## config.mk

```make
export PLATFORM = sky130hd
export DESIGN_NAME = processor_trap_unit
export DESIGN_NICKNAME = d
export VERILOG_FILES = /design/src/common/trap_pkg.sv /design/src/design/processor_trap_unit.sv
export SDC_FILE = /design/constraint.sdc
export NUM_CORES = 1
export LEC_CHECK = 0
export ABC_AREA = 1
export BUFFER_PORTS_ARGS = -buffer_cell sky130_fd_sc_hd__buf_2
export CAP_MARGIN = 20
export CORE_ASPECT_RATIO = 0.7
export CORE_MARGIN = 3
export CORE_UTILIZATION = 55
export DETAILED_ROUTE_END_ITERATION = 6
export PLACE_DENSITY = 0.84
export SETUP_SLACK_MARGIN = 0.5
export SLEW_MARGIN = 20
export SYNTH_ARGS = -nofsm -noshare
export SYNTH_HDL_FRONTEND = slang
export SYNTH_SLANG_ARGS = --single-unit
```

## constraint.sdc

```tcl
create_clock -name clk_i -period 3.1 [get_ports clk_i]
set_input_delay 0.775 -clock clk_i [delete_from_list [all_inputs] [get_ports clk_i]]
set_output_delay 0.775 -clock clk_i [all_outputs]
set_load 0.005 [all_outputs]
```

## src/common/trap_pkg.sv

```systemverilog
package trap_pkg;
    localparam int        XLEN           = 32;
    localparam int        NWIN_BITS      = 5;
    // Register offsets (word aligned byte addresses)
    localparam logic [7:0] ADDR_STATE    = 8'h00;
    localparam logic [7:0] ADDR_VECTOR   = 8'h04;
    localparam logic [7:0] ADDR_PC_SAVE  = 8'h08;
    localparam logic [7:0] ADDR_NEXT_PC_SAVE = 8'h0C;
    localparam logic [7:0] ADDR_STATUS       = 8'h10;
    localparam logic [7:0] ADDR_QUEUE_HEAD   = 8'h14;
    // State register fields
    localparam int        ST_CWP_LSB     = 0;
    localparam int        ST_ENABLE_BIT  = 5;
    localparam int        ST_LEVEL_LSB   = 8;
    // Vector register fields
    localparam int        BASE_LSB       = 12;
    localparam int        TYPE_LSB       = 4;
    localparam logic [3:0] IRQ_UNMASKED  = 4'hF;
    // Trap type codes, hardware half below 8'h80
    localparam logic [7:0] TYPE_MCHECK    = 8'h2B;
    localparam logic [7:0] TYPE_ILLEGAL   = 8'h02;
    localparam logic [7:0] TYPE_FLOAT     = 8'h08;
    localparam logic [7:0] TYPE_COPROC    = 8'h28;
    localparam logic [7:0] TYPE_IRQ_BASE  = 8'h10;
    localparam logic [7:0] TYPE_SOFT_BASE = 8'h80;
    localparam logic [6:0] SOFT_MASK     = 7'h7F;

    typedef struct packed {
        logic       valid;
        logic       is_float;
        logic       is_coproc;
        logic       is_mc_probe;
        logic       soft_trap;
        logic [6:0] soft_num;
        logic       precise_exc;
        logic [7:0] precise_type;
        logic [XLEN-1:0] pc;
        logic [XLEN-1:0] next_pc;
    } instr_info_t;

    typedef struct packed {
        logic            taken;
        logic [7:0]      trap_type;
        logic [XLEN-1:0] vector;
        logic [XLEN-1:0] save_pc;
        logic [XLEN-1:0] save_next_pc;
        logic [NWIN_BITS-1:0] new_window;
    } trap_out_t;
endpackage

```

## src/design/processor_trap_unit.sv

```systemverilog
// Register access over Wishbone and the placing of the registers were chosen for this implementation.
`timescale 1ns/1ps
module processor_trap_unit #(
    parameter int NWINDOWS = 8
) (
    // Clock and reset
    input  wire logic                       clk_i,
    input  wire logic                       rst_i,
    // Wishbone slave
    input  wire logic                       wb_cyc_i,
    input  wire logic                       wb_stb_i,
    input  wire logic                       wb_we_i,
    input  wire logic [7:0]                 wb_adr_i,
    input  wire logic [3:0]                 wb_sel_i,
    input  wire logic [31:0]                wb_dat_i,
    output logic      [31:0]                wb_dat_o,
    output logic                            wb_ack_o,
    // Instruction about to begin
    input  wire trap_pkg::instr_info_t      instr_i,
    output logic                            instr_go_o,
    // Far-side events (from pins, synchronised here)
    input  wire logic [3:0]                 interrupt_request_level_i,
    input  wire logic                       float_trap_i,
    input  wire logic                       coproc_trap_i,
    input  wire logic                       mcheck_i,
    input  wire logic                       mcheck_second_access_i,
    // Trap results
    output trap_pkg::trap_out_t             trap_o,
    output logic                            error_mode_o
);
    import trap_pkg::*;

    initial begin
        if (NWINDOWS < 2 || NWINDOWS > (1 << NWIN_BITS)) begin
            $error("NWINDOWS out of range");
        end
    end

    // Two-flop synchronisers for the pin inputs
    logic [7:0] sync1_reg;
    logic [7:0] sync2_reg;
    always_ff @(posedge clk_i) begin
        if (rst_i) begin
            sync1_reg <= 8'h00;
            sync2_reg <= 8'h00;
        end else begin
            sync1_reg <= {interrupt_request_level_i, mcheck_second_access_i,
                          mcheck_i, coproc_trap_i, float_trap_i};
            sync2_reg <= sync1_reg;
        end
    end
    logic [3:0] irl;
    logic       fp_ev, cp_ev, mc_ev, mc2_ev;
    assign {irl, mc2_ev, mc_ev, cp_ev, fp_ev} = sync2_reg;

    // Architectural state
    logic [NWIN_BITS-1:0] cwp_reg, cwp_next;
    logic                 enable_reg, enable_next;
    logic [3:0]           thresh_reg, thresh_next;
    logic [19:0]          base_reg, base_next;
    logic [7:0]           type_reg, type_next;
    logic [XLEN-1:0]      pc_save_reg, pc_save_next;
    logic [XLEN-1:0]      next_pc_save_reg, next_pc_save_next;
    logic                 fp_pend_reg, fp_pend_next;
    logic                 cp_pend_reg, cp_pend_next;
    logic                 mc_pend_reg, mc_pend_next;
    logic                 unresumable_reg, unresumable_next;
    logic                 error_reg, error_next;
    logic [XLEN-1:0]      queue_head_reg, queue_head_next;
    logic                 ack_reg, ack_next;
    logic [31:0]          rdat_reg, rdat_next;
    trap_out_t            trap_reg, trap_next;

    logic wb_req;
    logic wb_wr;
    assign wb_req = wb_cyc_i && wb_stb_i && !ack_reg;
    assign wb_wr  = wb_req && wb_we_i && (wb_sel_i == 4'hF);

    // Arbitration signals
    logic       irq_ok;
    logic       take;
    logic       precise_kind;
    logic [7:0] sel_type;
    logic [NWIN_BITS-1:0] cwp_dec;

    always_comb begin
        cwp_dec = (cwp_reg == '0) ? NWIN_BITS'(NWINDOWS - 1) : cwp_reg - 1'b1;
        // Interrupt above threshold or unmaskable level, only with enable set
        irq_ok  = enable_reg && (irl != 4'h0)
                  && ((irl > thresh_reg) || (irl == IRQ_UNMASKED));
        take         = 1'b0;
        precise_kind = 1'b0;
        sel_type     = 8'h00;
        // Fixed priority: machine check, provoked deferred, precise, soft, irq
        if (mc_pend_reg && (mc2_ev || instr_i.is_mc_probe || instr_i.valid)) begin
            take     = 1'b1;
            sel_type = TYPE_MCHECK;
        end else if (fp_pend_reg && instr_i.valid && instr_i.is_float) begin
            take     = 1'b1;
            sel_type = TYPE_FLOAT;
        end else if (cp_pend_reg && instr_i.valid && instr_i.is_coproc) begin
            take     = 1'b1;
            sel_type = TYPE_COPROC;
        end else if (instr_i.valid && instr_i.precise_exc) begin
            // Float and coproc pending may stay deferred past this trap
            take         = 1'b1;
            precise_kind = 1'b1;
            sel_type     = {1'b0, instr_i.precise_type[6:0]};
        end else if (instr_i.valid && instr_i.soft_trap) begin
            take         = 1'b1;
            precise_kind = 1'b1;
            sel_type = TYPE_SOFT_BASE | {1'b0, instr_i.soft_num & SOFT_MASK};
        end else if (irq_ok && instr_i.valid) begin
            // Only ahead of a real instruction, so the saved counters mean something
            take     = 1'b1;
            sel_type = TYPE_IRQ_BASE | {4'h0, irl};
        end
    end

    always_comb begin
        cwp_next        = cwp_reg;
        enable_next       = enable_reg;
        thresh_next       = thresh_reg;
        base_next         = base_reg;
        type_next         = type_reg;
        pc_save_next      = pc_save_reg;
        next_pc_save_next = next_pc_save_reg;
        unresumable_next  = unresumable_reg;
        error_next        = error_reg;
        queue_head_next   = queue_head_reg;
        trap_next       = '0;
        instr_go_o      = 1'b0;
        // New events set pending; set wins over the clear below
        fp_pend_next = fp_pend_reg;
        cp_pend_next = cp_pend_reg;
        mc_pend_next = mc_pend_reg;
        if (!error_reg) begin
            if (take && !enable_reg) begin
                // Trap with enable clear cannot vector; halt instead
                error_next = precise_kind || mc_pend_reg ||
                             (sel_type == TYPE_FLOAT) || (sel_type == TYPE_COPROC);
            end else if (take) begin
                type_next         = sel_type;
                cwp_next          = cwp_dec;
                pc_save_next      = instr_i.pc;
                next_pc_save_next = instr_i.next_pc;
                enable_next       = 1'b0;
                if (sel_type == TYPE_FLOAT) begin
                    fp_pend_next    = 1'b0;
                    queue_head_next = instr_i.pc;
                end
                if (sel_type == TYPE_COPROC) begin
                    cp_pend_next = 1'b0;
                end
                if (sel_type == TYPE_MCHECK) begin
                    mc_pend_next     = 1'b0;
                    unresumable_next = 1'b1;
                end
                trap_next.taken        = 1'b1;
                trap_next.trap_type    = sel_type;
                trap_next.vector       = {base_reg, sel_type, 4'h0};
                trap_next.save_pc      = instr_i.pc;
                trap_next.save_next_pc = instr_i.next_pc;
                trap_next.new_window   = cwp_dec;
            end else begin
                // Untaken lower requests stay pending for next arbitration
                instr_go_o = instr_i.valid;
            end
        end
        if (fp_ev) begin
            fp_pend_next = 1'b1;
        end
        if (cp_ev) begin
            cp_pend_next = 1'b1;
        end
        if (mc_ev) begin
            mc_pend_next = 1'b1;
        end
        // Register writes; the whole write is dropped in any cycle where take is set, for every field
        if (wb_wr && !take) begin
            unique case (wb_adr_i)
                ADDR_STATE: begin
                    cwp_next    = wb_dat_i[ST_CWP_LSB +: NWIN_BITS];
                    enable_next = wb_dat_i[ST_ENABLE_BIT];
                    thresh_next = wb_dat_i[ST_LEVEL_LSB +: 4];
                end
                ADDR_VECTOR: base_next = wb_dat_i[BASE_LSB +: 20];
                ADDR_STATUS: begin
                    // Write one clears machine-check latch and error state
                    if (wb_dat_i[1]) begin
                        unresumable_next = 1'b0;
                    end
                    if (wb_dat_i[2]) begin
                        error_next = 1'b0;
                    end
                end
                default: ;
            endcase
        end
    end

    // Bus read path and single-cycle ack
    always_comb begin
        ack_next  = wb_req;
        rdat_next = 32'h0000_0000;
        unique case (wb_adr_i)
            ADDR_STATE:    rdat_next = {20'h0_0000, thresh_reg, 2'b00, enable_reg,
                                        cwp_reg};
            ADDR_VECTOR:   rdat_next = {base_reg, type_reg, 4'h0};
            ADDR_PC_SAVE:  rdat_next = pc_save_reg;
            ADDR_NEXT_PC_SAVE: rdat_next = next_pc_save_reg;
            ADDR_STATUS:   rdat_next = {26'h000_0000, mc_pend_reg, cp_pend_reg,
                                        fp_pend_reg, error_reg, unresumable_reg,
                                        1'b0};
            ADDR_QUEUE_HEAD: rdat_next = queue_head_reg;
            default:       rdat_next = 32'h0000_0000;
        endcase
    end

    always_ff @(posedge clk_i) begin
        if (rst_i) begin
            cwp_reg          <= '0;
            enable_reg       <= 1'b0;
            thresh_reg       <= 4'h0;
            base_reg         <= 20'h0_0000;
            type_reg         <= 8'h00;
            pc_save_reg      <= 32'h0000_0000;
            next_pc_save_reg <= 32'h0000_0000;
            fp_pend_reg      <= 1'b0;
            cp_pend_reg      <= 1'b0;
            mc_pend_reg      <= 1'b0;
            unresumable_reg  <= 1'b0;
            error_reg        <= 1'b0;
            queue_head_reg   <= 32'h0000_0000;
            ack_reg         <= 1'b0;
            rdat_reg        <= 32'h0000_0000;
            trap_reg        <= '0;
        end else begin
            cwp_reg          <= cwp_next;
            enable_reg       <= enable_next;
            thresh_reg       <= thresh_next;
            base_reg         <= base_next;
            type_reg         <= type_next;
            pc_save_reg      <= pc_save_next;
            next_pc_save_reg <= next_pc_save_next;
            fp_pend_reg      <= fp_pend_next;
            cp_pend_reg      <= cp_pend_next;
            mc_pend_reg      <= mc_pend_next;
            unresumable_reg  <= unresumable_next;
            error_reg        <= error_next;
            queue_head_reg   <= queue_head_next;
            ack_reg         <= ack_next;
            rdat_reg        <= rdat_next;
            trap_reg        <= trap_next;
        end
    end

    assign wb_ack_o     = ack_reg;
    assign wb_dat_o     = rdat_reg;
    assign trap_o       = trap_reg;
    assign error_mode_o = error_reg;
endmodule // processor_trap_unit

```

==> flow_metrics.py <==
metrics = {
    "detailed_routing": {
        "drtIter0Drc": 743,
        "firstDrtPassIters": 5,
        "wl_mm": 31.0,
        "drc": 0,
        "via_per_inst": 5.34,
        "vias": 9308,
        "antenna_left": 0,
        "post_drt_wl_per_cell_um": 17.8,
    },
    "run_status": {
        "status": "completed",
    },
    "grt": {
        "grt_usage_pct": 27.7,
        "grt.busiest_layer": "met2",
        "grt_antenna_before_repair": 1,
        "grt_pass1_wl_mm": 44.7,
        "grt_util_met1_pct": 38.2,
        "grt_max_degree": 66,
        "use_met3_pct": 6.87,
        "grt_overflow_total": 0,
        "met2_usage_pct": 43.9,
        "grt_pass1_vias": 8610,
    },
    "synthesis": {
        "avgSynthCellArea_um2": 8.31,
        "syn-cell-area_mm2": 0.0100,
        "synth_top_cell_by_area": "dfxtp_1",
        "yosys_warnings": 0,
        "synthTopCellsByArea": "dfxtp_1, nor2_1, inv_1",
        "ys_seq_elements": 286,
        "ys_seq_area_share_pct": 57.2,
        "syn_inst": 1205,
        "ys_types": 35,
        "synth_top_area_share_pct": 57.2,
    },
    "sta": {
        "finalHoldViolations": 0,
        "drv_slew": 0,
        "worst_pin_slew_ns": 0.619,
        "finalSetupViolCount": 0,
        "min_period_ns": 2.69,
        "slew-limit-headroom_pct": 58.7,
        "finalSetupTns_ns": 0,
        "period_share_pct": 86.6,
        "skew_ns": 0.00920,
        "rsz0062_at_grt": "true",
        "max_clock_freq_mhz": 372,
        "worst_slack_ns": 0.415,
    },
    "worst_setup_path": {
        "rr_endpoint": "queue_head_reg[4]",
        "r2r_cells": 21,
        "cp_max_fo": 3,
        "worst-r2r-setup-slack_ns": 0.44,
        "cp_top_family": "simple AND/OR/NAND/NOR gates",
        "critical_path_required_ns": 2.32,
        "crit_type": "flip-flop to output port",
        "endpoint_kind": "output port",
        "rr_startpoint": "thresh_reg[1]",
        "max_stage_delay_ns": 0.32,
        "cp-start-kind": "flip-flop",
        "cp_num_buf_inv": 2,
        "slowest_stage": "dfxtp_2",
        "crit_arrival_ns": 1.91,
        "crit_chain": "inv_2, ha_4, nand2_2, nand2_2, nand2_1, nand2_1, nand2_1, nand2_2, nand2_4, nand2_4, nor3_2, buf_2",
    },
    "cts": {
        "h-tree-depth": 1,
        "cts_sinks": 286,
        "cts_root_buf": "clkbuf_16",
        "clock_tree.buffer_depth": 3,
        "numCtsBuffers": 25,
        "cts_hold_buf": 0,
        "cts_tree": "yes",
        "clk_latency_ns": 0.52,
        "path_clk_slew_ns": 0.07,
    },
    "power_and_ir_drop": {
        "p_int_mw": 5.89,
        "power.share.switching_pct": 23.0,
        "p_total_mw": 7.65,
        "ir_drop_mv": 0.442,
        "clockPowerShare_pct": 41.5,
        "switchingPower_mw": 1.76,
        "power_frac_seq_pct": 50.3,
        "pwr-share-comb_pct": 8.2,
        "p_leak_nw": 6.35,
        "p_per_area_mw_per_mm2": 588,
    },
    "die": {
        "start_util_pct": 57.1,
        "fp.dieW_um": 167,
        "coreArea_mm2": 0.0175,
        "die-area_mm2": 0.0199,
        "fp-row-count": 40,
        "ios": 287,
        "die_h_um": 119,
    },
    "hold_path": {
        "hold_depth": 2,
        "hp-class": "flip-flop to flip-flop",
        "hold_end": "sync2_reg[4]",
        "holdCritStartpoint": "sync1_reg[4]",
    },
    "layout": {
        "antennaDiodeCount": 0,
        "layout_common_cells": "dfxtp_1, buf_2, nor2_1",
        "drive_gt1_share_pct": 31.5,
        "largest_reg_flops": 98,
        "area_growth_pct": 29.9,
        "nets": 1642,
    },
    "placed_design": {
        "post-place-ws_ns": 0.134,
        "portBuffers": 279,
        "hpwl_mm": 20.4,
        "gp_congestion": 0.940,
    },
    "job": {
        "drv_cap": 0,
    },
}
==> what timing repair did <==
| item | CTS | global route |
|---|---|---|
| endpoints found under the setup margin | 50 | 79 |
| cloned | 0 | 6 |
| pin swaps | 4 | 15 |
| resized for setup | 20 | 73 |
| setup buffers | 7 | 11 |
==> cell families (layout without fill, tap and decap cells) <==
group           Yosys count  in the layout  synth area share [%]
compound gates          230            230                  15.3
xor+xnor                  1              1                0.0875
fa+ha+maj                 5              5                 0.625
buf+inv                 290            593                  11.6
flops                   286            286                  57.2
other cells               1              4                0.0375
simple gates            392            392                  15.2
==> through the flow <==
step,hold WS (ns),instances,instance area (µm²),utilization [%]
floorplan,0.388,1208,10000,-
global placement,0.390,1674,11600,66.3
detailed placement,0.396,1674,11600,66.3
CTS,0.400,1724,12600,71.8
global route,0.417,1742,13000,74.2
finish,0.402,1742,13000,74.2
==> synthesized netlist by cell type <==
master and n:
and3_1 1, nand3b_1 1, a22o_1 3, nor2_1 233, inv_1 208, a21oi_1 44, nand3_1 16, a31oi_2 1
o211ai_1 1, or2_2 1, o21ai_0 41, nand4_1 3, a31o_2 30, o22ai_1 62, nand2_1 129, o21a_1 1
xnor2_1 1, a31oi_1 2, dfxtp_1 286, nor2_2 1, a21oi_2 1, conb_1 1, clkinv_1 3, buf_4 12
clkbuf_1 32, buf_1 3, buf_2 24, ha_1 5, a22oi_1 2, inv_2 8, a211oi_1 6, a221oi_1 27
o21ai_2 1, a31o_1 8, nor3_1 7
==> cell type report <==
| cell class | instances | area [µm²] |
|---|---|---|
| Clock buffer | 34 | 709 |
| Fill cell | 1354 | 4510 |
| Multi-Input combinational cell | 632 | 3370 |
| Inverter | 219 | 831 |
| Sequential cell | 286 | 5740 |
| Tap cell | 231 | 289 |
| Clock inverter | 9 | 120 |
| Timing Repair Buffer | 331 | 1950 |
==> how the worst max path moves through the flow <==
stage | start | depth (start not counted) | to | slack [ns]
CTS | thresh_reg[2] | 11 | instr_go_o | 0.39
global route | thresh_reg[3] | 19 | queue_head_reg[2] | 0.33
detailed placement | instr_i[84] | 13 | type_reg[2] | 0.13
global placement | instr_i[84] | 13 | type_reg[2] | 0.21
floorplan | instr_i[84] | 7 | instr_go_o | 0.83
finish | thresh_reg[1] | 12 | instr_go_o | 0.41
==> routing by layer <==
metal	share of wire, %	up-vias	wire length [µm]
met5	0.023	-	7
met4	2.4	2	753
met3	11	65	3520
met2	45	555	13800
met1	42	4282	12900
li1	-	4404	-
==> worst min-delay path: cells and delay by family (launching register included) <==
| family | cells | cell delay [ns] |
|---|---|---|
| flip-flops | 1 | 0.30 |
| buffers and inverters | 1 | 0.04 |
| AND/OR/NAND/NOR | 1 | 0.03 |
==> power groups by stage <==
stage | logic [mW] | registers [mW] | clock network [mW]
after floorplan | 0.307 | 3.92 | 0
after global placement | 0.534 | 3.92 | 0
after detailed placement | 0.548 | 3.93 | 0
after CTS | 0.566 | 3.84 | 3.19
after global routing | 0.685 | 3.85 | 3.34
final | 0.625 | 3.85 | 3.18
(Power assumes the default switching activity.)
